**config.mk**
```make
export PLATFORM = sky130hd
export DESIGN_NAME = pcs_top
export DESIGN_NICKNAME = d
export VERILOG_FILES = /design/src/shared/pcs_pkg.sv /design/src/shared/pcs_stack_if.sv /design/src/core/pcs_stack.sv /design/src/core/pcs_top.sv
export SDC_FILE = /design/constraint.sdc
export NUM_CORES = 1
export LEC_CHECK = 0
export BUFFER_PORTS_ARGS = -buffer_cell sky130_fd_sc_hd__buf_2
export CELL_PAD_IN_SITES_DETAIL_PLACEMENT = 1
export CELL_PAD_IN_SITES_GLOBAL_PLACEMENT = 1
export CORE_MARGIN = 2
export CORE_UTILIZATION = 48
export CTS_CLUSTER_SIZE = 25
export DETAILED_ROUTE_END_ITERATION = 7
export MAX_ROUTING_LAYER = met4
export PLACE_DENSITY = 0.84
export SLEW_MARGIN = 10
export SYNTH_ARGS = -nofsm -noshare
export SYNTH_HDL_FRONTEND = slang
export SYNTH_HIERARCHICAL = 1
export SYNTH_SLANG_ARGS = --single-unit
```
**constraint.sdc**
```tcl
create_clock -name mclk_i -period 3.8 [get_ports mclk_i]
set_input_delay 0.19 -clock mclk_i [delete_from_list [all_inputs] [get_ports mclk_i]]
set_output_delay 0.19 -clock mclk_i [all_outputs]
set_load 0.01 [all_outputs]
```
**src/shared/pcs_pkg.sv**
```systemverilog
//==============================================================
// Program counter and return stack shared definitions.
package pcs_pkg;

	//==========================================================
	// Widths.
	localparam int PC_W    = 13;
	localparam int LATCH_W = 8;
	localparam int HIGH_W  = 5;
	localparam int FIELD_W = 11;
	localparam int DEPTH   = 8;
	localparam int PTR_W   = 3;

	//==========================================================
	// Field positions.
	localparam int PAGE_BIT = 3;
	localparam int LOW_MSB  = 7;

	//==========================================================
	// Values after reset and fixed addresses.
	localparam logic [PC_W-1:0]    PC_RESET    = 13'h0000;
	localparam logic [PC_W-1:0]    INTR_VECTOR = 13'h0004;
	localparam logic [LATCH_W-1:0] LATCH_RESET = 8'h00;
	localparam logic [PTR_W-1:0]   PTR_RESET   = 3'h0;
	localparam logic [PTR_W-1:0]   PTR_STEP    = 3'h1;
	localparam logic [PC_W-1:0]    PC_STEP     = 13'h0001;
	localparam logic [PC_W-1:0]    MEM_RESET   = 13'h0000;

	//==========================================================
	// State of the counter core.
	typedef struct packed {
		logic [PC_W-1:0]    pc;
		logic [LATCH_W-1:0] latch;
	} pcs_core_t;

	//==========================================================
	// State of the return stack.
	typedef struct packed {
		logic [DEPTH-1:0][PC_W-1:0] mem;
		logic [PTR_W-1:0]           ptr;
	} pcs_stack_t;

endpackage : pcs_pkg

```
**src/shared/pcs_stack_if.sv**
```systemverilog
`timescale 1ns/1ns
//==============================================================
// Push and pop requests between the counter and the stack.
interface pcs_stack_if;
	import pcs_pkg::*;

	logic            push;
	logic            pop;
	logic [PC_W-1:0] push_data;
	logic [PC_W-1:0] top_data;

	modport ctrl
	(
		output push,
		output pop,
		output push_data,
		input  top_data
	);

	modport store
	(
		input  push,
		input  pop,
		input  push_data,
		output top_data
	);

endinterface : pcs_stack_if

```
**src/core/pcs_stack.sv**
```systemverilog
`timescale 1ns/1ns
//==============================================================
// Eight-entry circular return-address stack.
module pcs_stack
(
	input  wire logic mclk_i,
	input  wire logic rst_n_i,
	pcs_stack_if.store stk
);
	import pcs_pkg::*;

	pcs_stack_t st;
	pcs_stack_t next_st;

	//==========================================================
	// Top of stack is the entry just below the pointer.
	assign stk.top_data = st.mem[PTR_W'(st.ptr - PTR_STEP)];

	//==========================================================
	// Push writes at the pointer and advances it; the pointer
	// wraps, so the ninth push lands on the first entry.
	always_comb
	begin
		next_st = st;
		if (stk.push)
		begin
			next_st.mem[st.ptr] = stk.push_data;
			next_st.ptr         = PTR_W'(st.ptr + PTR_STEP);
		end
		else if (stk.pop)
		begin
			next_st.ptr = PTR_W'(st.ptr - PTR_STEP);
		end
	end

	// The stack sits outside both memory spaces; no software port reads it.
	always_ff @(posedge mclk_i or negedge rst_n_i)
	begin
		if (!rst_n_i)
		begin
			st.mem <= {DEPTH{MEM_RESET}};
			st.ptr <= PTR_RESET;
		end
		else
		begin
			st <= next_st;
		end
	end
endmodule : pcs_stack

```
**src/core/pcs_top.sv**
```systemverilog
`timescale 1ns/1ns
//==============================================================
// Program counter, return stack and page selection.

// How it works
// - A 13-bit counter gives the next fetch address.
// - The low counter byte is readable and writable by software.
// - Upper counter bits are never written directly; software loads them only through the holding latch.
// - Eight 13-bit stack entries, hidden pointer, outside both memory spaces.
// - Calls and taken interrupts push the counter.
// - Plain return, return with literal and interrupt return pop the stack.
// - Push and pop leave the holding latch untouched.
// - Circular stack, no overflow flag; ninth push overwrites the first.
// - Call and jump carry an 11-bit target within a 2K page.
// - Counter bit 11 for call and jump comes from latch bit 3.
// - Full 13-bit counter saved and restored, no page fix needed.
module pcs_top
(
	input  wire logic                            mclk_i,
	input  wire logic                            rst_n_i,
	input  wire logic                            fetch_i,
	input  wire logic                            goto_i,
	input  wire logic                            call_i,
	input  wire logic [pcs_pkg::FIELD_W-1:0]     target_i,
	input  wire logic                            ret_plain_i,
	input  wire logic                            return_with_literal_i,
	input  wire logic                            return_from_interrupt_i,
	input  wire logic                            irq_i,
	input  wire logic                            pc_low_byte_wr_i,
	input  wire logic [pcs_pkg::LOW_MSB:0]       pc_low_byte_wdata_i,
	input  wire logic                            latch_wr_i,
	input  wire logic [pcs_pkg::LATCH_W-1:0]     latch_wdata_i,
	output      logic [pcs_pkg::PC_W-1:0]        pc_o,
	output      logic [pcs_pkg::LOW_MSB:0]       pc_low_byte_o,
	output      logic [pcs_pkg::LATCH_W-1:0]     pc_high_holding_latch_o
);
	import pcs_pkg::*;

	//==========================================================
	// State and stack link.
	pcs_core_t   st;
	pcs_core_t   next_st;
	logic        any_ret;
	logic [PC_W-1:0] branch_target;
	logic [PC_W-1:0] low_write_target;

	pcs_stack_if stk_bus ();

	//==========================================================
	// Return stack.
	pcs_stack u_stack
	(
		.mclk_i  (mclk_i),
		.rst_n_i (rst_n_i),
		.stk     (stk_bus.store)
	);

	//==========================================================
	// Target forming.
	// All three return kinds pop the same way; the literal for
	// the second kind is handled by the data path elsewhere.
	assign any_ret = ret_plain_i | return_with_literal_i | return_from_interrupt_i;

	// Page bit comes from the latch as it stands; software must
	// have set it beforehand or the branch lands in the wrong page.
	assign branch_target = {1'b0, st.latch[PAGE_BIT], target_i};

	// A low-byte write also loads the upper bits from the latch.
	assign low_write_target = {st.latch[HIGH_W-1:0], pc_low_byte_wdata_i};

	//==========================================================
	// Next-state selection. Priority: interrupt, call, jump,
	// return, low-byte write, plain fetch increment.
	always_comb
	begin
		next_st           = st;
		stk_bus.push      = 1'b0;
		stk_bus.pop       = 1'b0;
		stk_bus.push_data = st.pc;
		if (irq_i)
		begin
			stk_bus.push = 1'b1;
			next_st.pc   = INTR_VECTOR;
		end
		else if (call_i)
		begin
			stk_bus.push = 1'b1;
			next_st.pc   = branch_target;
		end
		else if (goto_i)
		begin
			next_st.pc = branch_target;
		end
		else if (any_ret)
		begin
			stk_bus.pop = 1'b1;
			next_st.pc  = stk_bus.top_data;
		end
		else if (pc_low_byte_wr_i)
		begin
			next_st.pc = low_write_target;
		end
		else if (fetch_i)
		begin
			next_st.pc = PC_W'(st.pc + PC_STEP);
		end
		// The latch is written by software only; stack traffic
		// never touches it.
		if (latch_wr_i)
		begin
			next_st.latch = latch_wdata_i;
		end
	end

	//==========================================================
	// State register.
	always_ff @(posedge mclk_i or negedge rst_n_i)
	begin
		if (!rst_n_i)
		begin
			st.pc    <= PC_RESET;
			st.latch <= LATCH_RESET;
		end
		else
		begin
			st <= next_st;
		end
	end

	//==========================================================
	// Outputs, all straight from the state flops.
	assign pc_o                    = st.pc;
	assign pc_low_byte_o           = st.pc[LOW_MSB:0];
	assign pc_high_holding_latch_o = st.latch;

	//==========================================================
	// Helper terms for the checks.
	logic fetch_only;
	logic call_only;
	logic ret_only;
	logic low_wr_only;
	logic goto_only;
	logic no_pc_req;
	logic low_rolls;
	logic upper_quiet;

	assign fetch_only  = fetch_i & ~irq_i & ~call_i & ~goto_i & ~any_ret
		& ~pc_low_byte_wr_i;
	assign call_only   = call_i & ~irq_i;
	assign ret_only    = any_ret & ~irq_i & ~call_i & ~goto_i;
	assign low_wr_only = pc_low_byte_wr_i & ~irq_i & ~call_i & ~goto_i
		& ~any_ret;
	assign goto_only   = goto_i & ~irq_i & ~call_i;
	assign no_pc_req   = ~irq_i & ~call_i & ~goto_i & ~any_ret & ~pc_low_byte_wr_i
		& ~fetch_i;
	assign low_rolls   = fetch_only & (pc_o[LOW_MSB:0] == 8'hFF);
	assign upper_quiet = ~irq_i & ~call_i & ~goto_i & ~any_ret & ~pc_low_byte_wr_i
		& ~low_rolls;
endmodule : pcs_top

```
**Word-level counts from Yosys, hierarchy flattened**

Cells that the tools add are included.

- Word-level logic and storage cells: 41
- Flip-flop bits (word level): 128
- Bits of input ports: 38

- Reductions and logical operators: 3
- Order comparisons: 3
- Mux-type cells: 19
- Bitwise logic cells: 2
- $add $sub $neg: 3

Operators with widths:

| operator | count |
|---|---|
| 104-bit bitwise mux | 1 |
| 13-bit two-way mux | 8 |
| 13-bit binary-select mux with 3-bit select | 1 |
| 13-bit demux with 3-bit select | 1 |
| 13-bit by 1-bit adder with 13-bit output (second input constant) | 1 |
| 3-bit by 4-bit less-than comparator with 1-bit output (second input constant) | 2 |
| 1-bit two-way mux | 6 |
| 3-bit two-way mux | 2 |
| 6-bit nonzero test | 1 |
| 3-bit by 1-bit adder with 3-bit output (second input constant) | 1 |
| 3-bit by 1-bit >= comparator with 1-bit output (second input constant) | 1 |
| 3-bit by 1-bit subtractor with 3-bit output (second input constant) | 1 |
| 1-bit OR | 2 |
| 2-bit nonzero test | 1 |
| 1-bit logical AND | 1 |

**Longest topological paths before layout**

Gate-level depths: netlist of run 1.

- Word-level depth: 8
- Mapped depth: 13
- Gate-level depth less buffers: 9

**By module**

Netlist of run 1, hierarchy kept.

By module, submodules not included:

| module | times used | area each (um^2) | cells each |
|---|---|---|---|
| pcs_stack | 1 | 5131.2 | 382 |
| pcs_top | 1 | 1660.3 | 190 |

**Worst setup path after synthesis of run 1**

OpenSTA, ideal clock, no wires.

- Path kind: register to register
- Start point: reg u_stack/st[0] (netlist bit)
- End point: reg st, in the netlist pc_o[7]
- Data required time: 3663 ps
- Stages on the path, launching flop included: 13
- Path slack: 1056 ps
- Arrival time: 2607 ps
- Buffers on the path: 3
- Path through: dfrtp_1 inv_1 buf_2 clkbuf_1 ha_1 xor2_1 clkbuf_1 nand3_1 and4_1 inv_1 o311ai_0 a211oi_1 o31ai_1

- Longest elaborated chain between the ends: 7

Ends and longest elaborated chain:

| element | RTL line | RTL |
|---|---|---|
| start: declaration | pcs_stack.sv:12 | `pcs_stack_t st;` |
| start signal: assignment | pcs_stack.sv:46 | `st <= next_st;` |
| 3-bit by 1-bit subtractor with 3-bit output | pcs_stack.sv:17 | `assign stk.top_data = st.mem[PTR_W'(st.ptr - PTR_STEP)];` |
| 13-bit binary-select mux with 3-bit select | pcs_stack.sv:17 |  |
| 13-bit two-way mux (implied by the code) | pcs_stack.sv:17 |  |
| net stk_bus.top_data[7] | pcs_stack_if.sv:10 | `logic [PC_W-1:0] top_data;` |
| 13-bit two-way mux | pcs_top.sv:94 | `else if (any_ret)` |
| 13-bit two-way mux | pcs_top.sv:90 | `else if (goto_i)` |
| 13-bit two-way mux | pcs_top.sv:85 | `else if (call_i)` |
| 13-bit two-way mux | pcs_top.sv:80 | `if (irq_i)` |
| end signal: assignment | pcs_top.sv:126 | `st <= next_st;` |
| end: declaration | pcs_top.sv:41 | `pcs_core_t st;` |

The timed path passes the listed nets, and every way through them passes these cells. The select of a mux whose other input is x is not followed.
A chain may end at the register's enable or synchronous reset.

**Final worst setup path of run 1**

- Start point: reg u_stack/st[1] (netlist bit)
- End point: reg st, in the netlist pc_o[7]

The elaborated chain is that of the path after synthesis.

==> flow_summary_export.csv, run 1 <==
group,metric,value,unit
synthesis,yosys.cell_count.top_type,"dfrtp_1",
setup_path,critPathMaxStageDelay,0.63,ns
worst_hold_path,hold_path_class,"input pin to flip-flop",
synthesis,synth.distinct_cells,58,
layout,area_growth,16.6,%
synthesis,synth_warnings,6,
die,core_area,13800,um2
sta,setup_ws,0.854,ns
placed_design,hpwl,12700,um
clock_network,clk_latency,0.42,ns
global_route,antenna_found_initial,0,
clock_network,htree_num_levels,4,
setup_path,worst-path-buf-inv,3,
synthesis,synth_ff_type,"dfrtp_1",
layout,num-fill-cells,1392,
global_route,busiest_layer,"met2",
synthesis,ys_seq_area_frac,0.472,
outcome,status,"complete, no violations",
layout,nNetsFinal,668,
placed_design,gp_congestion,0.886,
drt,vias_per_cell,6.23,
synthesis,synth_area_leaders,"dfrtp_1, mux2_2, mux2i_1",
sta,setup_viol,0,
die,num_io_pins,67,
global_route,use_met1,0.361,
clock_network,post-cts-setup-buffers,0,
layout,final_layout_size_suffix_gt1_frac,0.378,
synthesis,synth_seq_cells,128,
drt,vias,5108,
sta,finClkSkew,0.00508,ns
setup_path,crit_type,"flip-flop to flip-flop",
sta,worstMarginPinSlew,1.11,ns
setup_path,crit_chain,"inv_2, ha_2, buf_12, mux2i_1, nand3_1, and4_1, inv_1, o311ai_0, a211oi_1, o31ai_1",
synthesis,yosys.area.top_type,"dfrtp_1",
pwr,peakVddDrop,0.000458,V
clock_network,clk_pin_slew_worst_paths,0.06,ns
drt,drcViolationCount,0,
synthesis,ys_top_cells_by_count,"dfrtp_1, mux2_2, nand3_1",
placed_design,dp_slack,1.01,ns
sta,tns,0,ns
global_route,grt_util_met2,0.494,
sta,slew_headroom,0.258,
setup_path,path_max_fanout,23,
drt,ant_nets,0,
drt,wirelength,20300,um
die,rows,43,
setup_path,arrival,3.26,ns
setup_path,worstPathRequired,4.12,ns
setup_path,critPathTopFamily,"compound AO/OA/AOI/OAI gates",
sta,finalHoldViolations,0,
sta,final_max_slew_viol_count,0,
die,dieArea,15100,um2
synthesis,synth_top_area_frac,0.472,
clock_network,clock-root-buffer,"clkbuf_16",
global_route,use_met3,0.0549,
die,die_h,123,um
clock_network,cts_made_buffers,17,
drt,first_pass_iters,5,
clock_network,cts_tree,"built",
clock_network,clock-sinks,128,
die,start_util,0.491,
sta,min_period_over_period,0.775,
pwr,leakage,3.69,nW
drt,wl_per_cell,24.7,um
setup_path,endpoint_kind,"flip-flop",
sta,rsz0062_at_grt,"no",
synthesis,synth_edf_count,0,
synthesis,async_reset_ff_frac,1.00,
clock_network,cts-resized-gates,0,
setup_path,setup.worst_path.start_class,"flip-flop",
synthesis,post_synth.cell_area_avg,11.9,um2
global_route,grt_overflow,0,
layout,diodes,0,
clock_network,clk_path_buf_depth,2,
die,fp.dieW,123,um
placed_design,port_buffers,66,
clock_network,hold_buffers,7,
global_route,grt_pass1_vias,5538,
setup_path,crit_path_top_delay_cell,"ha_2",
pwr,power_density,918,nW/um2
drt,drtIter0Drc,415,
run,maxCapViolCount,0,
synthesis,synth_area,6790,um2
sta,fmax,0.339,GHz
global_route,grt_pass1_wl,32100,um
synthesis,synth_nets,613,
synthesis,synth_cells,572,
global_route,grt_max_degree,84,
global_route,grt_usage,0.296,
sta,finalCriticalPeriod,2.95,ns
==> final timing paths <==
kind	start	to	slack (ns)	depth (start not counted)
max	u_stack/st[1]	pc_o[7]	0.85	10
max in group asynchronous	rst_n_i	pc_o[7]	2.32	3
max reg2reg	u_stack/st[1]	pc_o[7]	0.85	10
min in group asynchronous	rst_n_i	u_stack/st[17]	0.48	2
min reg2reg	u_stack/st[29]	u_stack/st[29]	0.50	1
min	target_i[2]	pc_o[2]	0.02	3
==> sequential cells by signal, summed over array words and instances (netlist names) <==
signal                   cells
u_stack/st                 107
pc_o                        13
pc_high_holding_latch_o      8
==> per-stage QoR <==
stage	cell area [um2]	std cells	hold WS (ns)	util	total power, mW
final	7920	820	0.0220	0.573	7.27
after global routing	7920	820	0.0126	0.573	7.64
after CTS	7920	820	0.00931	0.573	7.28
after detailed placement	7220	781	0.412	0.522	5.47
after global placement	7220	781	0.421	0.522	5.27
after floorplan	6790	572	-0.106	-	4.49
==> metal layers <==
| metal | routed length [um] | vias to the layer above |
|---|---|---|
| li1 | - | 2227 |
| met1 | 8030 | 2648 |
| met2 | 10700 | 194 |
| met3 | 1040 | 39 |
| met4 | 473 | 0 |
| met5 | 0 | - |
==> cell families after synthesis <==
family,after synthesis,share of synthesized area
DFF,128,0.472
xor gates and xnor gates,9,0.0116
muxes,169,0.281
adders and majority gates,3,0.00553
buffers and inverters,61,0.0462
AOI/OAI and AO/OA,58,0.0639
and+or+nand+nor,144,0.120
==> power breakdown <==
part / internal (mW) / total (mW) / switching [mW]
Sequential: 1.89 / 2.34 / 0.454
Clock: 1.09 / 1.72 / 0.631
Combinational: 1.51 / 3.21 / 1.69
==> cell usage in the layout, fill, tap and decap left out, drive strengths merged, types with 4 or more instances in the layout <==
cell / Yosys / final
nor3: 9 / 9
dfrtp: 128 / 128
nand3: 62 / 62
nand4: 5 / 5
clkbuf: 15 / 20
clkinv: 0 / 5
inv: 10 / 11
o21ai: 9 / 9
a21oi: 8 / 8
nand2: 17 / 17
o31ai: 4 / 4
buf: 36 / 80
and4: 16 / 16
a211oi: 4 / 4
dlygate4sd3: 0 / 7
nor2: 14 / 14
or3: 6 / 6
xnor2: 6 / 6
mux2i: 57 / 57
mux2: 112 / 112
==> cell type report <==
class                   instances  area, um2  share of cell area
flip-flops and latches        128       3200               0.405
well taps                     180        225              0.0284
clock inverters                12        158              0.0199
multi-input cells             383       3310               0.418
clock buffers                  20        467              0.0589
inverters                      10       37.5             0.00474
repair buffers                 87        520              0.0657
==> tightest hold or removal path, cell delays in order <==
cell	delay, ns
buf_2	0.08
a21oi_1	0.06
o31ai_1	0.07
Power figures use the tool's default switching activity.
==> run 2: changes to the inputs <==
Settings changed: ABC_AREA from default to 1, CORE_UTILIZATION 48 to 43.
Clock period 3.8 ns to 2.95 ns, I/O delays scaled along.
==> run 2 against run 1 <==
Wire length grew 10%; largest cell class is now sequential cells; non-clock buffer count shrank 2; core utilization shrank 6.7 points; register-to-register slack lost 0.20 ns; flip-flop and latch count is the same; cell area grew 0.76%.
==> flow_summary_export.csv, run 2 <==
group,metric,value,unit
setup_path,cp_common_cell,"nand2_1",
sta,setup_viol,0,
synthesis,synth_nets,994,
pwr,p_int,4.95,mW
synthesis,synth_top_area_frac,0.466,
synthesis,synth_warnings,6,
setup_path,arrival,2.66,ns
clock_network,cts_made_buffers,17,
synthesis,ys_top_cells_by_count,"nand2_1, inv_1, dfrtp_1",
drt,vias,6467,
die,fp.dieW,130,um
global_route,grt_pass1_wl,34900,um
layout,final_layout_size_suffix_gt1_frac,0.141,
run,maxCapViolCount,0,
global_route,grt_max_degree,69,
clock_network,clk_latency,0.44,ns
global_route,grt_pass1_vias,6858,
layout,largest_register_ffs,107,
global_route,grt_overflow,0,
synthesis,ys_seq_area_frac,0.466,
setup_path,critPathMaxStageDelay,0.51,ns
drt,first_pass_iters,5,
layout,layout_common_cells,"nand2_1, inv_1, dfrtp_1",
die,num_io_pins,67,
die,die_h,130,um
pwr,power_frac_seq,0.321,
synthesis,synth_seq_cells,128,
pwr,clkPwrFrac,0.240,
setup_path,path_max_fanout,28,
synthesis,synth_cells,953,
synthesis,async_reset_ff_frac,1.00,
pwr,peakVddDrop,0.000749,V
worst_hold_path,worst_hold_startpoint,"target_i[8]",
placed_design,port_buffers,66,
sta,finalHoldViolations,0,
setup_path,endpoint_kind,"flip-flop",
pwr,leakage,4.11,nW
drt,drtIter0Drc,422,
setup_path,crit_path_top_delay_cell,"dfrtp_2",
clock_network,clk_pin_slew_worst_paths,0.06,ns
sta,timing.hold.ws,0.0120,ns
sta,final_max_slew_viol_count,0,
sta,finClkSkew,0.0120,ns
sta,finalCriticalPeriod,2.29,ns
global_route,grt_usage,0.282,
clock_network,hold_buffers,10,
setup_path,reg2reg_from,"u_stack/st[0]",
die,rows,46,
synthesis,synth_edf_count,0,
sta,setup_ws,0.656,ns
layout,instances_no_fill,1235,
setup_path,worstPathRequired,3.31,ns
pwr,p_comb_frac,0.439,
drt,vias_per_cell,5.24,
global_route,antenna_found_initial,0,
drt,drcViolationCount,0,
pwr,p_switching,3.97,mW
clock_network,clock-sinks,128,
synthesis,post_synth.cell_area_avg,7.21,um2
clock_network,htree_num_levels,4,
placed_design,placed_cells_incl_taps,1194,
layout,top_register,"u_stack/st",
synthesis,yosys.area.top_type,"dfrtp_1",
clock_network,cts_tree,"built",
layout,diodes,0,
die,core_area,15800,um2
die,start_util,0.436,
synthesis,synth_area,6870,um2
pwr,finalPower,8.91,mW
layout,area_growth,16.1,%
placed_design,gp_congestion,0.910,
clock_network,cts-resized-gates,0,
sta,slew_headroom,0.558,
drt,wirelength,22300,um
clock_network,clock-root-buffer,"clkbuf_16",
die,dieArea,17000,um2
setup_path,crit_type,"flip-flop to flip-flop",
clock_network,post-cts-setup-buffers,0,
synthesis,synth_area_leaders,"dfrtp_1, nand2_1, o21ai_0",
synthesis,synth.distinct_cells,31,
pwr,switching_share,0.445,
drt,ant_nets,0,
sta,tns,0,ns
sta,min_period_over_period,0.778,
sta,rsz0062_at_grt,"no",
pwr,power_density,1120,nW/um2
placed_design,dp_slack,0.711,ns
setup_path,crit_chain,"inv_2, ha_1, inv_2, nand3_1, nand2_1, nand2_1, nand2_1, o21ai_0, nor2_1, nand2_1, o21ai_0",
sta,fmax,0.436,GHz
worst_hold_path,hold_path_class,"input pin to flip-flop",
layout,final_common_cell,"nand2_1",
sta,worstMarginPinSlew,0.662,ns
outcome,status,"complete, no violations",
setup_path,setup.worst_path.start_class,"flip-flop",
layout,nNetsFinal,1048,
synthesis,yosys.cell_count.top_type,"nand2_1",
drt,wl_per_cell,18.1,um
placed_design,hpwl,13400,um
clock_network,clk_path_buf_depth,2,
setup_path,worstSetupStartpoint,"u_stack/st[0]",
synthesis,synth_ff_type,"dfrtp_1",
## run 2: final cells by class
type                            count  area, um2
Inverter                          145        544
Clock inverter                     12        143
Clock buffer                       19        443
Fill cell                        2047       7790
Timing Repair Buffer               85        517
Sequential cell                   128       3200
Multi-Input combinational cell    630       2860
Tap cell                          216        270
## run 2: power groups by stage
stage | logic [mW] | clock network [mW] | registers (mW)
after floorplan | 2.78 | 0 | 2.74
after global placement | 3.67 | 0 | 2.83
after detailed placement | 3.80 | 0 | 2.87
after CTS | 3.91 | 2.17 | 2.85
after global routing | 4.44 | 2.23 | 2.95
final | 3.91 | 2.14 | 2.86
## run 2: path summary, 6_finish.rpt
check	end	slack, ns	depth (start not counted)
max	pc_o[12]	0.66	11
min	pc_o[8]	0.01	5
max reg2reg	pc_o[12]	0.66	11
min reg2reg	u_stack/st[71]	0.48	2
max in group asynchronous	u_stack/st[70]	1.86	3
min in group asynchronous	u_stack/st[38]	0.31	2
## run 2: per-stage QoR
step	utilization	instance area, um2
floorplan	-	6870
global placement	0.462	7290
detailed placement	0.462	7290
CTS	0.506	7980
global route	0.506	7980
finish	0.506	7980
## run 2: routing by layer
layer | wire length, um | up-vias | track usage | part of all wire
li1 | - | 3051 | - | -
met1 | 9560 | 3211 | 0.343 | 0.43
met2 | 11100 | 159 | 0.452 | 0.50
met3 | 932 | 46 | 0.0533 | 0.042
met4 | 740 | 0 | 0.141 | 0.033
met5 | 0 | - | - | 0
## run 2: worst max-delay path: cells and delay by family, from the launching register on
family / cells / cell delay (ns)
AOI/OAI and AO/OA: 2 / 0.16
and+or+nand+nor: 6 / 0.65
adders and majority gates: 1 / 0.32
DFF: 1 / 0.51
buffers and inverters: 2 / 0.53
## run 2: logic make-up after synthesis
| logic type | synth area share |
|---|---|
| AO/OA/AOI/OAI | 0.108 |
| AND/OR/NAND/NOR | 0.283 |
| multiplexers | 0.0131 |
| flip-flops | 0.466 |
| buffers and inverters | 0.118 |
| adder cells (fa/ha/maj) | 0.00546 |
| XOR/XNOR | 0.00619 |
==> run 3: changes to the inputs <==
Clock period 2.95 ns to 2.2 ns, I/O delays scaled along.
==> run 3 against run 2 <==
Clock-buffer cell count increased by 3; total power increased by 36%; critical path type unchanged; cell area increased by 1.6%; cell count increased by 0.81%; first-iteration DRC count decreased by 4.7%; clock power increased by 32%; clock skew about the same.
==> flow_summary_export.csv, run 3 (synthesis results as in run 2) <==
group,metric,value,unit
sta,finalCriticalPeriod,2.04,ns
drt,ant_nets,0,
setup_path,crit_path_top_delay_cell,"dfrtp_1",
drt,wirelength,22500,um
pwr,clkPwrFrac,0.233,
die,die_h,130,um
clock_network,cts_made_buffers,17,
sta,slew_headroom,0.606,
sta,finalHoldViolations,0,
global_route,grt_overflow,0,
drt,vias_per_cell,5.23,
pwr,p_comb_frac,0.452,
setup_path,crit_chain,"inv_2, ha_1, buf_4, nand3_1, nand2_1, nand2_1, nand2_1, nor2_1, nor2_1, nand2_1, nand2_1, nand2_1, nand2_1",
placed_design,placed_cells_incl_taps,1201,
sta,min_period_over_period,0.927,
worst_hold_path,hold_path_class,"input pin to flip-flop",
layout,design_area,8100,um2
pwr,peakVddDrop,0.000806,V
pwr,power_density,1500,nW/um2
layout,instances_no_fill,1245,
pwr,p_switching,5.32,mW
setup_path,worst-path-buf-inv,2,
die,rows,46,
setup_path,endpoint_kind,"flip-flop",
clock_network,cts_tree,"built",
drt,vias,6515,
setup_path,critPathMaxStageDelay,0.39,ns
placed_design,port_buffers,66,
clock_network,clk_latency,0.43,ns
sta,rsz0062_at_grt,"no",
setup_path,crit_type,"flip-flop to flip-flop",
pwr,leakage,4.17,nW
drt,first_pass_iters,5,
clock_network,clk_path_buf_depth,2,
global_route,grt_pass1_vias,6991,
run,maxCapViolCount,0,
clock_network,htree_num_levels,4,
clock_network,clock-sinks,128,
sta,setup_ws,0.162,ns
pwr,p_int,6.80,mW
sta,worstMarginPinSlew,0.589,ns
pwr,finalPower,12.1,mW
placed_design,place_area,7390,um2
outcome,status,"complete, no violations",
layout,diodes,0,
setup_path,path_max_fanout,20,
setup_path,cp_common_cell,"nand2_1",
placed_design,gp_congestion,0.880,
die,num_io_pins,67,
layout,final_common_cell,"nand2_1",
layout,fin_util,0.514,
clock_network,post-cts-setup-buffers,0,
sta,tns,0,ns
global_route,grt_usage,0.290,
drt,drcViolationCount,0,
layout,final_layout_size_suffix_gt1_frac,0.147,
layout,area_growth,17.9,%
clock_network,clk_pin_slew_worst_paths,0.06,ns
placed_design,hpwl,14300,um
layout,nNetsFinal,1057,
drt,wl_per_cell,18.1,um
sta,fmax,0.491,GHz
die,dieArea,17000,um2
layout,layout_common_cells,"nand2_1, inv_1, dfrtp_1",
pwr,power_frac_seq,0.315,
die,fp.dieW,130,um
setup_path,worstPathRequired,2.56,ns
sta,final_max_slew_viol_count,0,
sta,setup_viol,0,
drt,drtIter0Drc,402,
die,start_util,0.436,
sta,finClkSkew,0.0119,ns
pwr,switching_share,0.439,
die,core_area,15800,um2
setup_path,setup.worst_path.start_class,"flip-flop",
sta,timing.hold.ws,0.0165,ns
global_route,grt_max_degree,56,
layout,top_register,"u_stack/st",
layout,largest_register_ffs,107,
clock_network,clock-root-buffer,"clkbuf_16",
global_route,antenna_found_initial,0,
setup_path,arrival,2.40,ns
global_route,grt_pass1_wl,36300,um
setup_path,critPathTopFamily,"simple AND/OR/NAND/NOR gates",
placed_design,dp_slack,0.235,ns
[run 3: cell types whose count changed in the layout (fill, tap and decap cells not counted), sizes merged]
cell and change:
bufinv -1, dlygate4sd3 +2, clkinv -2, buf +7
clkinvlp +1, clkbuf +3
[run 3: worst min-delay path, cell delays in order]
cell     delay (ns)
buf_2          0.07
nand2_1        0.06
nand2_1        0.07
nand2_1        0.04
nand2_1        0.05
[run 3: worst paths after layout]
kind	slack, ns	depth (start not counted)	end	from
setup / recovery	0.16	13	pc_o[8]	u_stack/st[1]
hold / removal	0.02	5	pc_o[10]	target_i[10]
setup reg to reg	0.16	13	pc_o[8]	u_stack/st[1]
hold reg to reg	0.48	2	u_stack/st[91]	u_stack/st[91]
max in group asynchronous	1.31	3	pc_o[0]	rst_n_i
min in group asynchronous	0.23	2	u_stack/st[40]	rst_n_i
[run 3: area by class of cell]
cell class / count / area [um2]
clock buffers: 22 / 474
clock inverters: 10 / 110
fillers: 2060 / 7670
inverters: 145 / 547
multi-input cells: 630 / 2860
flip-flops and latches: 128 / 3200
well taps: 216 / 270
repair buffers: 94 / 639
[run 3: timing repair]
action                                  4_1_cts  5_1_grt
endpoints found under the setup margin        0        1
gates resized for setup                       0        1
hold buffers                                 12        0
endpoints found under the hold margin        63        0
[run 3: layer usage]
| layer | track usage | vias to the layer above | part of all wire |
|---|---|---|---|
| met1 | 0.349 | 3272 | 0.43 |
| met2 | 0.488 | 126 | 0.51 |
| li1 | - | 3065 | - |
| met3 | 0.0472 | 52 | 0.029 |
| met4 | 0.121 | 0 | 0.030 |
| met5 | - | - | 0 |
[run 3: power by group through the flow]
| stage | Combinational, mW | Clock (mW) | Sequential, mW |
|---|---|---|---|
| finish | 5.48 | 2.82 | 3.82 |
| global route | 6.23 | 2.96 | 3.92 |
| CTS | 5.46 | 2.85 | 3.80 |
| detailed placement | 5.34 | 0 | 3.82 |
| global placement | 5.15 | 0 | 3.76 |
| floorplan | 3.73 | 0 | 3.67 |
